File: config.mk
export PLATFORM = sky130hd
export DESIGN_NAME = dcsync_regs
export DESIGN_NICKNAME = d
export VERILOG_FILES = /design/src/hw/dcsync_pkg.sv /design/src/hw/dcsync_regs.sv
export VERILOG_INCLUDE_DIRS = /design/src /design/src/hw
export SDC_FILE = /design/constraint.sdc
export NUM_CORES = 1
export LEC_CHECK = 0
export ABC_AREA = 1
export BUFFER_PORTS_ARGS = -buffer_cell sky130_fd_sc_hd__buf_2
export CAP_MARGIN = 20
export CORE_ASPECT_RATIO = 1.25
export CORE_MARGIN = 5
export CORE_UTILIZATION = 30
export DETAILED_ROUTE_END_ITERATION = 7
export PLACE_DENSITY = 0.54
export SLEW_MARGIN = 10
export SYNTH_ARGS = -nofsm -noshare
export SYNTH_HDL_FRONTEND = slang
export SYNTH_SLANG_ARGS = --single-unit
File: constraint.sdc
create_clock -name i_clk_sys -period 3.3 [get_ports i_clk_sys]
set_input_delay 0.66 -clock i_clk_sys [delete_from_list [all_inputs] [get_ports i_clk_sys]]
set_output_delay 0.66 -clock i_clk_sys [all_outputs]
set_load 0.05 [all_outputs]
File: src/hw/dcsync_consts.svh
// Overview of operation
// - Writing the time-difference filter depth also clears the mean time difference.
// - Writing the speed filter depth also clears the internal speed counter filter.
// - Network may write filter depths; host only when it owns system time.
// - Owner bit 0 hands the sync-out unit to network (0) or host (1).
// - Bits 4 and 5 own latch units; bit 4 reads 1 when host owns time.
// - Each latch interrupt goes to the side its ownership bit selects.
// - Activation bit 0 enables the unit, bits 1 and 2 enable outputs a, b.
// - With auto-activation set, writing the start time sets the unit enable.
// - With extension set, a 32-bit start time is widened to 64 bits.
// - With plausibility check set, a start outside near future fires immediately.
// - Near-future bit picks half clock width (0) or about 2.1 s (1).
// - Debug bit fires one pulse on each enabled output, self-clears, reads 0.
// - Activation writes come only from the side owning the sync-out unit.
// - Pulse length in 10 ns units, read-only, zero at reset, loaded later.
// - Status bits 0 and 1 show first pulse of output a or b pending.
// - Status bit 2 holds the plausibility result taken at activation.
// - Without write acknowledge, host read of status a clears its event request.
`ifndef DCSYNC_CONSTS_SVH
`define DCSYNC_CONSTS_SVH

// ****************************************
// Register byte offsets
// ****************************************
`define DCSYNC_OFS_TDIFF_DEPTH   12'h934
`define DCSYNC_OFS_SPEED_DEPTH   12'h935
`define DCSYNC_OFS_OWNER_CTRL    12'h980
`define DCSYNC_OFS_ACTIVATION    12'h981
`define DCSYNC_OFS_PULSE_LEN_LO  12'h982
`define DCSYNC_OFS_PULSE_LEN_HI  12'h983
`define DCSYNC_OFS_ACT_STATUS    12'h984
`define DCSYNC_OFS_STATUS_A      12'h98e
`define DCSYNC_OFS_STATUS_B      12'h98f

// ****************************************
// Field positions
// ****************************************
`define DCSYNC_OWN_SYNC_BIT      0
`define DCSYNC_OWN_LATCH0_BIT    4
`define DCSYNC_OWN_LATCH1_BIT    5
`define DCSYNC_ACT_UNIT_BIT      0
`define DCSYNC_ACT_GEN_A_BIT     1
`define DCSYNC_ACT_GEN_B_BIT     2
`define DCSYNC_ACT_AUTO_BIT      3
`define DCSYNC_ACT_EXT_BIT       4
`define DCSYNC_ACT_PLAUS_BIT     5
`define DCSYNC_ACT_NEAR_BIT      6
`define DCSYNC_ACT_DEBUG_BIT     7
`define DCSYNC_DEPTH_MASK        8'h0f
`define DCSYNC_OWNER_MASK        8'h31

// ****************************************
// Reset values and timing
// ****************************************
`define DCSYNC_RST_DEPTH         4'h0
`define DCSYNC_RST_OWNER         8'h00
`define DCSYNC_RST_ACTIVATION    7'h00
`define DCSYNC_RST_PULSE_LEN     16'h0000
`define DCSYNC_PULSE_UNIT_NS     10
`define DCSYNC_NV_PULSE_WORD     16'h0002

`endif

File: src/hw/dcsync_pkg.sv
package dcsync_pkg;

  // One byte access from either the network side or the local host interface.
  typedef struct packed {
    logic        wr;
    logic        rd;
    logic [11:0] addr;
    logic [7:0]  wdata;
  } dcsync_acc_s;

  // Activation settings handed to the sync-out core.
  typedef struct packed {
    logic near_2s;
    logic plaus_check;
    logic extend_32;
    logic auto_act;
    logic gen_b;
    logic gen_a;
    logic unit_on;
  } dcsync_act_s;

endpackage

File: src/hw/dcsync_regs.sv
`timescale 1ns/1ps
`include "dcsync_consts.svh"

module dcsync_regs
  import dcsync_pkg::*;
(
  // Clock and reset.
  input  wire logic        i_clk_sys,
  input  wire logic        i_rst_b,
  // Register accesses from the two sides.
  input  wire dcsync_acc_s i_net_acc,
  input  wire dcsync_acc_s i_host_acc,
  output logic [7:0]       o_net_rdata,
  output logic             o_net_rvalid,
  output logic [7:0]       o_host_rdata,
  output logic             o_host_rvalid,
  // Configuration and events from the surrounding clock logic.
  input  wire logic        i_host_owns_time,
  input  wire logic        i_wr_ack_en,
  input  wire logic        i_start_written,
  input  wire logic        i_start_in_near,
  input  wire logic        i_first_pulse_a,
  input  wire logic        i_first_pulse_b,
  input  wire logic        i_latch0_irq,
  input  wire logic        i_latch1_irq,
  input  wire logic        i_nv_len_load,
  input  wire logic [15:0] i_nv_len,
  // Settings and commands to the time loop and sync-out core.
  output logic [3:0]       o_tdiff_depth,
  output logic [3:0]       o_speed_depth,
  output logic             o_tdiff_reset,
  output logic             o_speed_filter_reset,
  output logic             o_sync_host_owned,
  output dcsync_act_s      o_act,
  output logic             o_sync_immediate,
  output logic             o_debug_pulse_a,
  output logic             o_debug_pulse_b,
  output logic [15:0]      o_pulse_len,
  output logic             o_ack_mode,
  // Interrupt routing and event request clears.
  output logic             o_latch0_irq_net,
  output logic             o_latch0_irq_host,
  output logic             o_latch1_irq_net,
  output logic             o_latch1_irq_host,
  output logic             o_ale_clear_a,
  output logic             o_ale_clear_b
);

  // ****************************************
  // Reset release
  // ****************************************

  logic       rst_meta_b;
  logic       rst_b;

  // The reset takes hold asynchronously but is released on a clock edge.
  always_ff @(posedge i_clk_sys or negedge i_rst_b)
  begin
    if (!i_rst_b)
    begin
      rst_meta_b <= 1'b0;
      rst_b      <= 1'b0;
    end
    else
    begin
      rst_meta_b <= 1'b1;
      rst_b      <= rst_meta_b;
    end
  end

  // ****************************************
  // Register state
  // ****************************************

  logic [3:0]  tdiff_depth;
  logic [3:0]  speed_depth;
  logic [7:0]  owner;
  logic [6:0]  activation;
  logic [6:0]  next_activation;
  logic [15:0] pulse_len;
  logic        pend_a;
  logic        pend_b;
  logic        plaus_fail;
  logic        latch0_host;
  logic        act_wr;
  logic [7:0]  act_wdata;
  logic        act_rise;
  logic        depth_host_ok;

  // Byte write decode shared by both sides.
  function automatic logic wr_hit(input dcsync_acc_s acc, input logic [11:0] ofs);
    wr_hit = acc.wr && (acc.addr == ofs);
  endfunction

  // Read multiplexer; reserved bits and unmapped bytes return zero.
  function automatic logic [7:0] rd_byte(input logic [11:0] addr);
    logic [7:0] v;
    v = 8'h00;
    case (addr)
      `DCSYNC_OFS_TDIFF_DEPTH:  v = {4'h0, tdiff_depth};
      `DCSYNC_OFS_SPEED_DEPTH:  v = {4'h0, speed_depth};
      `DCSYNC_OFS_OWNER_CTRL:   v = {owner[7:5], latch0_host, owner[3:0]};
      `DCSYNC_OFS_ACTIVATION:   v = {1'b0, activation};
      `DCSYNC_OFS_PULSE_LEN_LO: v = pulse_len[7:0];
      `DCSYNC_OFS_PULSE_LEN_HI: v = pulse_len[15:8];
      `DCSYNC_OFS_ACT_STATUS:   v = {5'h00, plaus_fail, pend_b, pend_a};
      `DCSYNC_OFS_STATUS_A:     v = {7'h00, pend_a};
      `DCSYNC_OFS_STATUS_B:     v = {7'h00, pend_b};
      default:                  v = 8'h00;
    endcase
    rd_byte = v;
  endfunction

  // Host owning system time also forces latch unit 0 onto the host.
  assign latch0_host   = owner[`DCSYNC_OWN_LATCH0_BIT] | i_host_owns_time;
  assign depth_host_ok = i_host_owns_time;

  // ****************************************
  // Filter depths
  // ****************************************

  // Network writes win when both sides hit the same byte in one cycle.
  always_ff @(posedge i_clk_sys or negedge rst_b)
  begin
    if (!rst_b)
    begin
      tdiff_depth          <= `DCSYNC_RST_DEPTH;
      speed_depth          <= `DCSYNC_RST_DEPTH;
      o_tdiff_reset        <= 1'b0;
      o_speed_filter_reset <= 1'b0;
    end
    else
    begin
      o_tdiff_reset        <= 1'b0;
      o_speed_filter_reset <= 1'b0;
      if (wr_hit(i_net_acc, `DCSYNC_OFS_TDIFF_DEPTH))
      begin
        tdiff_depth   <= i_net_acc.wdata[3:0];
        o_tdiff_reset <= 1'b1;
      end
      else if (depth_host_ok && wr_hit(i_host_acc, `DCSYNC_OFS_TDIFF_DEPTH))
      begin
        tdiff_depth   <= i_host_acc.wdata[3:0];
        o_tdiff_reset <= 1'b1;
      end
      if (wr_hit(i_net_acc, `DCSYNC_OFS_SPEED_DEPTH))
      begin
        speed_depth          <= i_net_acc.wdata[3:0];
        o_speed_filter_reset <= 1'b1;
      end
      else if (depth_host_ok && wr_hit(i_host_acc, `DCSYNC_OFS_SPEED_DEPTH))
      begin
        speed_depth          <= i_host_acc.wdata[3:0];
        o_speed_filter_reset <= 1'b1;
      end
    end
  end

  // ****************************************
  // Ownership and interrupt routing
  // ****************************************

  // Only the network side may change ownership; host writes are dropped.
  always_ff @(posedge i_clk_sys or negedge rst_b)
  begin
    if (!rst_b)
    begin
      owner <= `DCSYNC_RST_OWNER;
    end
    else if (wr_hit(i_net_acc, `DCSYNC_OFS_OWNER_CTRL))
    begin
      owner <= i_net_acc.wdata & `DCSYNC_OWNER_MASK;
    end
  end

  // Registered routing costs one cycle of interrupt latency.
  always_ff @(posedge i_clk_sys or negedge rst_b)
  begin
    if (!rst_b)
    begin
      o_latch0_irq_net  <= 1'b0;
      o_latch0_irq_host <= 1'b0;
      o_latch1_irq_net  <= 1'b0;
      o_latch1_irq_host <= 1'b0;
      o_sync_host_owned <= 1'b0;
    end
    else
    begin
      o_latch0_irq_net  <= i_latch0_irq & ~latch0_host;
      o_latch0_irq_host <= i_latch0_irq & latch0_host;
      o_latch1_irq_net  <= i_latch1_irq & ~owner[`DCSYNC_OWN_LATCH1_BIT];
      o_latch1_irq_host <= i_latch1_irq & owner[`DCSYNC_OWN_LATCH1_BIT];
      o_sync_host_owned <= owner[`DCSYNC_OWN_SYNC_BIT];
    end
  end

  // ****************************************
  // Sync-out activation
  // ****************************************

  // Pick the write of whichever side currently owns the sync-out unit.
  always_comb
  begin
    act_wr    = 1'b0;
    act_wdata = 8'h00;
    if (owner[`DCSYNC_OWN_SYNC_BIT])
    begin
      act_wr    = wr_hit(i_host_acc, `DCSYNC_OFS_ACTIVATION);
      act_wdata = i_host_acc.wdata;
    end
    else
    begin
      act_wr    = wr_hit(i_net_acc, `DCSYNC_OFS_ACTIVATION);
      act_wdata = i_net_acc.wdata;
    end
  end

  // The auto-activation set is applied last so it beats a clearing write.
  always_comb
  begin
    next_activation = activation;
    if (act_wr)
    begin
      next_activation = act_wdata[6:0];
    end
    if (i_start_written && activation[`DCSYNC_ACT_AUTO_BIT])
    begin
      next_activation[`DCSYNC_ACT_UNIT_BIT] = 1'b1;
    end
  end

  assign act_rise = next_activation[`DCSYNC_ACT_UNIT_BIT] & ~activation[`DCSYNC_ACT_UNIT_BIT];

  always_ff @(posedge i_clk_sys or negedge rst_b)
  begin
    if (!rst_b)
    begin
      activation <= `DCSYNC_RST_ACTIVATION;
    end
    else
    begin
      activation <= next_activation;
    end
  end

  // The debug bit is never stored, so it always reads back as zero.
  always_ff @(posedge i_clk_sys or negedge rst_b)
  begin
    if (!rst_b)
    begin
      o_debug_pulse_a  <= 1'b0;
      o_debug_pulse_b  <= 1'b0;
      o_sync_immediate <= 1'b0;
    end
    else
    begin
      o_debug_pulse_a  <= act_wr & act_wdata[`DCSYNC_ACT_DEBUG_BIT]
                          & act_wdata[`DCSYNC_ACT_GEN_A_BIT];
      o_debug_pulse_b  <= act_wr & act_wdata[`DCSYNC_ACT_DEBUG_BIT]
                          & act_wdata[`DCSYNC_ACT_GEN_B_BIT];
      o_sync_immediate <= act_rise & next_activation[`DCSYNC_ACT_PLAUS_BIT]
                          & ~i_start_in_near;
    end
  end

  // Depths reach the core one cycle after their registers; activation is taken from its next value so it lands with the register.
  always_ff @(posedge i_clk_sys or negedge rst_b)
  begin
    if (!rst_b)
    begin
      o_act         <= '0;
      o_tdiff_depth <= `DCSYNC_RST_DEPTH;
      o_speed_depth <= `DCSYNC_RST_DEPTH;
    end
    else
    begin
      o_act         <= dcsync_act_s'(next_activation);
      o_tdiff_depth <= tdiff_depth;
      o_speed_depth <= speed_depth;
    end
  end

  // ****************************************
  // Activation status
  // ****************************************

  // Activation sets win over a first-pulse clear arriving in the same cycle.
  always_ff @(posedge i_clk_sys or negedge rst_b)
  begin
    if (!rst_b)
    begin
      pend_a     <= 1'b0;
      pend_b     <= 1'b0;
      plaus_fail <= 1'b0;
    end
    else if (act_rise)
    begin
      pend_a     <= next_activation[`DCSYNC_ACT_GEN_A_BIT];
      pend_b     <= next_activation[`DCSYNC_ACT_GEN_B_BIT];
      plaus_fail <= ~i_start_in_near;
    end
    else if (!next_activation[`DCSYNC_ACT_UNIT_BIT])
    begin
      pend_a <= 1'b0;
      pend_b <= 1'b0;
    end
    else
    begin
      if (i_first_pulse_a)
      begin
        pend_a <= 1'b0;
      end
      if (i_first_pulse_b)
      begin
        pend_b <= 1'b0;
      end
    end
  end

  // ****************************************
  // Pulse length
  // ****************************************

  // No bus write reaches this register; only the nonvolatile load does.
  always_ff @(posedge i_clk_sys or negedge rst_b)
  begin
    if (!rst_b)
    begin
      pulse_len   <= `DCSYNC_RST_PULSE_LEN;
      o_pulse_len <= `DCSYNC_RST_PULSE_LEN;
      o_ack_mode  <= 1'b1;
    end
    else
    begin
      if (i_nv_len_load)
      begin
        pulse_len <= i_nv_len;
      end
      o_pulse_len <= pulse_len;
      o_ack_mode  <= (pulse_len == `DCSYNC_RST_PULSE_LEN);
    end
  end

  // ****************************************
  // Read data and event request clears
  // ****************************************

  always_ff @(posedge i_clk_sys or negedge rst_b)
  begin
    if (!rst_b)
    begin
      o_net_rdata   <= 8'h00;
      o_net_rvalid  <= 1'b0;
      o_host_rdata  <= 8'h00;
      o_host_rvalid <= 1'b0;
      o_ale_clear_a <= 1'b0;
      o_ale_clear_b <= 1'b0;
    end
    else
    begin
      o_net_rdata   <= i_net_acc.rd ? rd_byte(i_net_acc.addr) : 8'h00;
      o_net_rvalid  <= i_net_acc.rd;
      o_host_rdata  <= i_host_acc.rd ? rd_byte(i_host_acc.addr) : 8'h00;
      o_host_rvalid <= i_host_acc.rd;
      // A read clears in read mode, a write clears in acknowledge-by-write mode.
      o_ale_clear_a <= i_wr_ack_en ? wr_hit(i_host_acc, `DCSYNC_OFS_STATUS_A)
                       : (i_host_acc.rd && i_host_acc.addr == `DCSYNC_OFS_STATUS_A);
      o_ale_clear_b <= i_wr_ack_en ? wr_hit(i_host_acc, `DCSYNC_OFS_STATUS_B)
                       : (i_host_acc.rd && i_host_acc.addr == `DCSYNC_OFS_STATUS_B);
    end
  end

endmodule

==> results of run 1 <==
## synthesized netlist by cell type
library cell	n
nand2_2	9
dfstp_2	1
nor2_1	74
nand3b_1	1
buf_6	1
o21ai_1	3
nand4_1	7
o21ai_0	41
nor3_1	7
nand3_1	51
nand2_1	123
conb_1	1
o211ai_1	4
nor4_1	1
clkbuf_1	3
inv_1	76
o22ai_1	5
buf_1	1
dfrtp_1	93
nand2_4	2
mux2i_1	3
a21oi_1	4
a32o_1	1
nand3_2	3
nor3_2	1
inv_4	1
nor2_2	12
o21ai_2	1
nor2_4	10
inv_2	2
## power by group through the flow
| stage | clock [mW] | combinational [mW] | sequential (mW) |
|---|---|---|---|
| 6_report | 1.04 | 0.283 | 1.22 |
| 5_1_grt | 1.11 | 0.311 | 1.23 |
| 4_1_cts | 1.07 | 0.289 | 1.22 |
| 3_5_place_dp | 0 | 0.288 | 1.24 |
| 3_3_place_gp | 0 | 0.285 | 1.24 |
| 2_1_floorplan | 0 | 0.0746 | 1.33 |
## layer usage
layer  up-vias  global-route usage [%]  share of wire (%)
met5         -                       0                  0
met4         0                    4.00               0.61
met3         7                    3.38                4.3
met2        97                    28.6                 52
met1      1852                    20.6                 43
li1       1994                       -                  -
## cell type report
class                      count  share of cell area, %
tap                          178                   3.97
clock inverter                 5                   1.05
clock buffer                  11                   4.33
inverter                      79                   5.33
timing repair buffer         133                   12.1
sequential                    94                   42.0
multi-input combinational    364                   31.2
## kinds of logic after synthesis
kind of cell    share of synthesized area [%]
simple gates                             31.5
flops                                    53.2
buf+inv                                  7.35
compound gates                           7.24
mux                                     0.678
other cells                            0.0847
## metrics by stage
step | utilization (%) | hold slack, ps | total power, mW | cells | instance area (um2)
after global routing | 38.8 | 77.3 | 2.65 | 864 | 5610
after CTS | 38.8 | 77.3 | 2.58 | 864 | 5610
after global placement | 36.7 | 339 | 1.53 | 848 | 5310
after floorplan | - | 331 | 1.41 | 542 | 4430
after detailed placement | 36.7 | 347 | 1.53 | 848 | 5310
final | 38.8 | 85.0 | 2.55 | 864 | 5610
## state kept, by name, indices dropped and copies added (netlist names), 3 cells and up
register / flops
o_tdiff_depth: 4
o_net_rdata: 8
owner: 3
o_host_rdata: 8
activation: 7
tdiff_depth: 4
o_pulse_len: 16
o_speed_depth: 4
speed_depth: 4
pulse_len: 16
## worst paths after layout
check | to | cells after the start | slack [ps]
setup reg to reg | pend_b | 6 | 1540
hold reg to reg | o_debug_pulse_b | 1 | 350
max in group asynchronous | o_ack_mode | 1 | 2510
min in group i_clk_sys | rst_b | 0 | 360
hold / removal | rst_b | 1 | 90
setup / recovery | o_host_rdata[4] | 10 | 1500
## worst register-to-register path, delay by kind of cell (launching register included)
family | cells | cell delay, ps
buffers and inverters | 1 | 290
AND/OR/NAND/NOR | 4 | 400
AO/OA/AOI/OAI | 1 | 280
flip-flops | 1 | 730
==> flow_summary.json, run 1 <==
{
  "antenna_left": 0,
  "power.share.clock_pct": 41.0,
  "vias": 3950,
  "p_per_area_nw_per_um2": 454,
  "pwr-share-comb_pct": 11.1,
  "power.share.sequential_pct": 47.9,
  "yosysWarnings": 0,
  "worstSkewPairLatency_ps": 340,
  "finalCritPeriodShare_pct": 54.6,
  "cp.required_ps": 3570,
  "drt_iter0_drc": 313,
  "post_cts_buffers": 0,
  "nets": 752,
  "leakagePower_nw": 2.95,
  "most-common-layout-cells": "buf_2 (132), nand2_1 (123), dfrtp_1 (92), inv_1 (76), nor2_1 (74)",
  "seq_area_um2": 2360,
  "syn_area_um2": 4430,
  "die_y_um": 146,
  "drive_gt1_share_pct": 27.8,
  "fin_ws_ps": 1500,
  "port_buffers": 132,
  "routed_via_density": 4.57,
  "hold_path_class": "in2async",
  "clock-root-buffer": "clkbuf_16",
  "fin_crit_ps": 1800,
  "n_fill_cell": 1502,
  "initial_utilization_pct": 30.6,
  "start_kind": "primary input",
  "io_pins": 133,
  "p_switching_mw": 0.672,
  "layout_commonest_cell": "buf_2",
  "antenna_cells": 0,
  "overflow": 0,
  "swShare_pct": 26.4,
  "ir_worst_vdd_mv": 0.182,
  "num_rows": 49,
  "first_pass_iters": 5,
  "numClockSinks": 94,
  "max_freq_mhz": 555,
  "drv_slew": 0,
  "synth_top_area_share_pct": 52.6,
  "path_cells": "buf_2, nor2_2, nand2_2, nor2_4, nand2_1, nand2_1, nor2_1, nand3b_1, nand2_2, nor2_1",
  "multi_input_area_um2": 1750,
  "cp_max_fo": 14,
  "grt_pass1_vias": 4096,
  "syn_inst": 542,
  "cts-buffers-inserted": 9,
  "yosysTopAreaCell": "dfrtp_1",
  "synth_cell_types": 30,
  "endpoint_kind": "register",
  "r2r-start": "owner[0]",
  "drcViolationCount": 0,
  "finalSetupViolCount": 0,
  "grt_pass1_wl_um": 22200,
  "syn_area_per_cell_um2": 8.17,
  "track_usage_pct": 16.4,
  "wirelength_um": 14000,
  "fin_tns_setup_ps": 0,
  "cp-startpoint": "i_host_acc[17]",
  "dp_hpwl_um": 11300,
  "wl_per_cell_um": 16.3,
  "worst-endpoint-arrival_ps": 2070,
  "clk_pin_slew_ps": 70,
  "antenna_found_initial": 0,
  "max_stage_delay_ps": 340,
  "crit_buf_inv": 1,
  "slowest_stage": "nor2_4",
  "die_x_um": 119,
  "rsz0062_at_grt": "false",
  "slew_headroom_pct": 59.3,
  "max_slew.worst_pin.slew_ps": 611,
  "grt_max_degree": 93,
  "core_um2": 14500,
  "clk_path_buf_depth": 2,
  "cts_max_level": 3,
  "crit_type": "in2reg",
  "intPower_mw": 1.88,
  "cts-resized-gates": 0,
  "ys_top_cells_by_area": "dfrtp_1 (53%), nand2_1 (10%), inv_1 (6.4%)",
  "tritoncts": "yes",
  "place.gp.congestion": 0.868,
  "ctsHoldBuffers": 0,
  "syn_to_final_growth_pct": 26.7,
  "hold_violations": 0,
  "place_ws_ps": 1140,
  "syn-num-nets": 613,
  "die_area_um2": 17300,
  "maxCapViolations": 0,
  "ys_seq_elements": 94,
  "yosysSeqAreaShare_pct": 53.2,
  "cpLargestDelayFamily": "simple AND/OR/NAND/NOR gates",
  "finClkSkew_ps": 8.81,
  "outcome": "finished, final reports clean"
}
No activity file was read; power rests on OpenSTA's default activity.
==> run 2, diff against run 1 <==
clock period = 1.75 ns   (was 3.3 ns; I/O delays follow)
==> flow_summary.json, run 2 (same netlist as run 1, synthesis figures left out) <==
{
  "outcome": "finished, final reports clean",
  "cpLargestDelayFamily": "flip-flops",
  "die_x_um": 119,
  "multi_input_area_um2": 1750,
  "post_cts_buffers": 0,
  "finClkSkew_ps": 14.1,
  "p_total_mw": 4.85,
  "drcViolationCount": 0,
  "core_um2": 14500,
  "track_usage_pct": 16.9,
  "drt_iter0_drc": 378,
  "slowest_stage": "dfrtp_1",
  "wl_per_cell_um": 16.4,
  "finalCritPeriodShare_pct": 86.2,
  "vias": 4044,
  "num_rows": 49,
  "n_fill_cell": 1522,
  "clk_path_buf_depth": 2,
  "nets": 768,
  "place_ws_ps": -117,
  "wl_met1_um": 5920,
  "port_buffers": 132,
  "first_pass_iters": 4,
  "tritoncts": "yes",
  "initial_utilization_pct": 30.6,
  "worstRegToRegCells": 7,
  "wirelength_um": 14400,
  "overflow": 0,
  "hp-start": "i_net_acc[20]",
  "endpoint_kind": "output port",
  "clock-root-buffer": "clkbuf_16",
  "wl_met3_um": 762,
  "antenna_left": 0,
  "p_switching_mw": 1.30,
  "cts-buffers-inserted": 9,
  "dr.max_layer_used": "met4",
  "most-common-layout-cells": "buf_2 (132), nand2_1 (123), dfrtp_1 (92), inv_1 (76), nor2_1 (74)",
  "grt_pass1_wl_um": 22700,
  "antenna_cells": 0,
  "seq_area_um2": 2360,
  "path_cells": "buf_2",
  "dp_hpwl_um": 11800,
  "drv_slew": 0,
  "r2r_slack_ps": 370,
  "cts-resized-gates": 0,
  "syn_to_final_growth_pct": 29.6,
  "die_area_um2": 17300,
  "cp.required_ps": 1400,
  "clk_pin_slew_ps": 70,
  "power.share.clock_pct": 41.4,
  "numClockSinks": 94,
  "cts_max_level": 3,
  "rsz0062_at_grt": "false",
  "power.share.sequential_pct": 47.5,
  "worstSkewPairLatency_ps": 350,
  "pwr-share-comb_pct": 11.2,
  "grt_max_degree": 93,
  "wl_met2_um": 7350,
  "crit_buf_inv": 1,
  "routed_via_density": 4.60,
  "max_stage_delay_ps": 490,
  "hold_violations": 0,
  "finalSetupViolCount": 0,
  "cp_max_fo": 6,
  "reg.largest.list": "o_pulse_len (16), pulse_len (16)",
  "r2r-start": "owner[0]",
  "die_y_um": 146,
  "cp.depth": 1,
  "fin_crit_ps": 1510,
  "antenna_found_initial": 0,
  "cp-startpoint": "activation[0]",
  "swShare_pct": 26.7,
  "ir_worst_vdd_mv": 0.451,
  "p_per_area_nw_per_um2": 846,
  "ctsHoldBuffers": 1,
  "layout_commonest_cell": "buf_2",
  "io_pins": 133,
  "hold_path_class": "in2reg",
  "grt_pass1_vias": 4239,
  "crit_end": "o_act[0]",
  "fin_ws_ps": 241,
  "crit_type": "reg2out",
  "slew_headroom_pct": 65.8,
  "worst-endpoint-arrival_ps": 1160,
  "leakagePower_nw": 3.04,
  "r2r-end": "o_sync_immediate",
  "maxCapViolations": 0,
  "intPower_mw": 3.56,
  "drive_gt1_share_pct": 29.5,
  "start_kind": "register",
  "max_slew.worst_pin.slew_ps": 513,
  "max_freq_mhz": 663,
  "place.gp.congestion": 0.877
}
run 2: changes by cell type in the layout (fill, tap and decap cells not counted):
| cell | previous run | this run |
|---|---|---|
| buf_4 | 0 | 15 |
| inv_6 | 0 | 3 |
| clkinvlp_4 | 2 | 0 |
| clkbuf_1 | 1 | 0 |
| clkinv_2 | 1 | 2 |
| clkinv_4 | 1 | 0 |
| dlygate4sd3_1 | 0 | 1 |
run 2: layout make-up:
type | count | share of cell area [%]
inverter | 79 | 5.21
timing repair buffer | 149 | 14.0
sequential | 94 | 41.1
multi-input combinational | 364 | 30.5
clock buffer | 10 | 4.17
clock inverter | 6 | 1.16
tap | 178 | 3.88
run 2: worst min-delay path by stage:
stage / endpoint / cells past startpoint
5_1_grt: o_net_rvalid / 1
6_report: o_net_rvalid / 1
4_1_cts: o_net_rvalid / 1
2_1_floorplan: rst_b / 0
3_3_place_gp: rst_meta_b / 1
3_5_place_dp: rst_meta_b / 1
run 2: power by group through the flow:
| stage | registers (mW) | clock network, mW | logic (mW) |
|---|---|---|---|
| global route | 2.31 | 2.13 | 0.597 |
| floorplan | 2.51 | 0 | 0.141 |
| CTS | 2.30 | 2.06 | 0.553 |
| finish | 2.30 | 2.01 | 0.543 |
| global placement | 2.34 | 0 | 0.545 |
| detailed placement | 2.35 | 0 | 0.549 |
run 2: metrics by stage:
step	std cells	hold slack, ps	util (%)	cell area, um2	setup TNS (ps)
2_1_floorplan	542	54.4	-	4430	0
3_3_place_gp	863	135	37.5	5420	-268
3_5_place_dp	863	136	37.5	5420	-205
4_1_cts	880	139	39.6	5740	0
5_1_grt	880	139	39.6	5740	0
6_report	880	151	39.6	5740	0
run 2: layer usage:
layer	vias to the layer above	track usage [%]
met5	-	0
met4	0	7.01
met3	17	3.54
met2	123	29.6
met1	1876	20.0
li1	2028	-
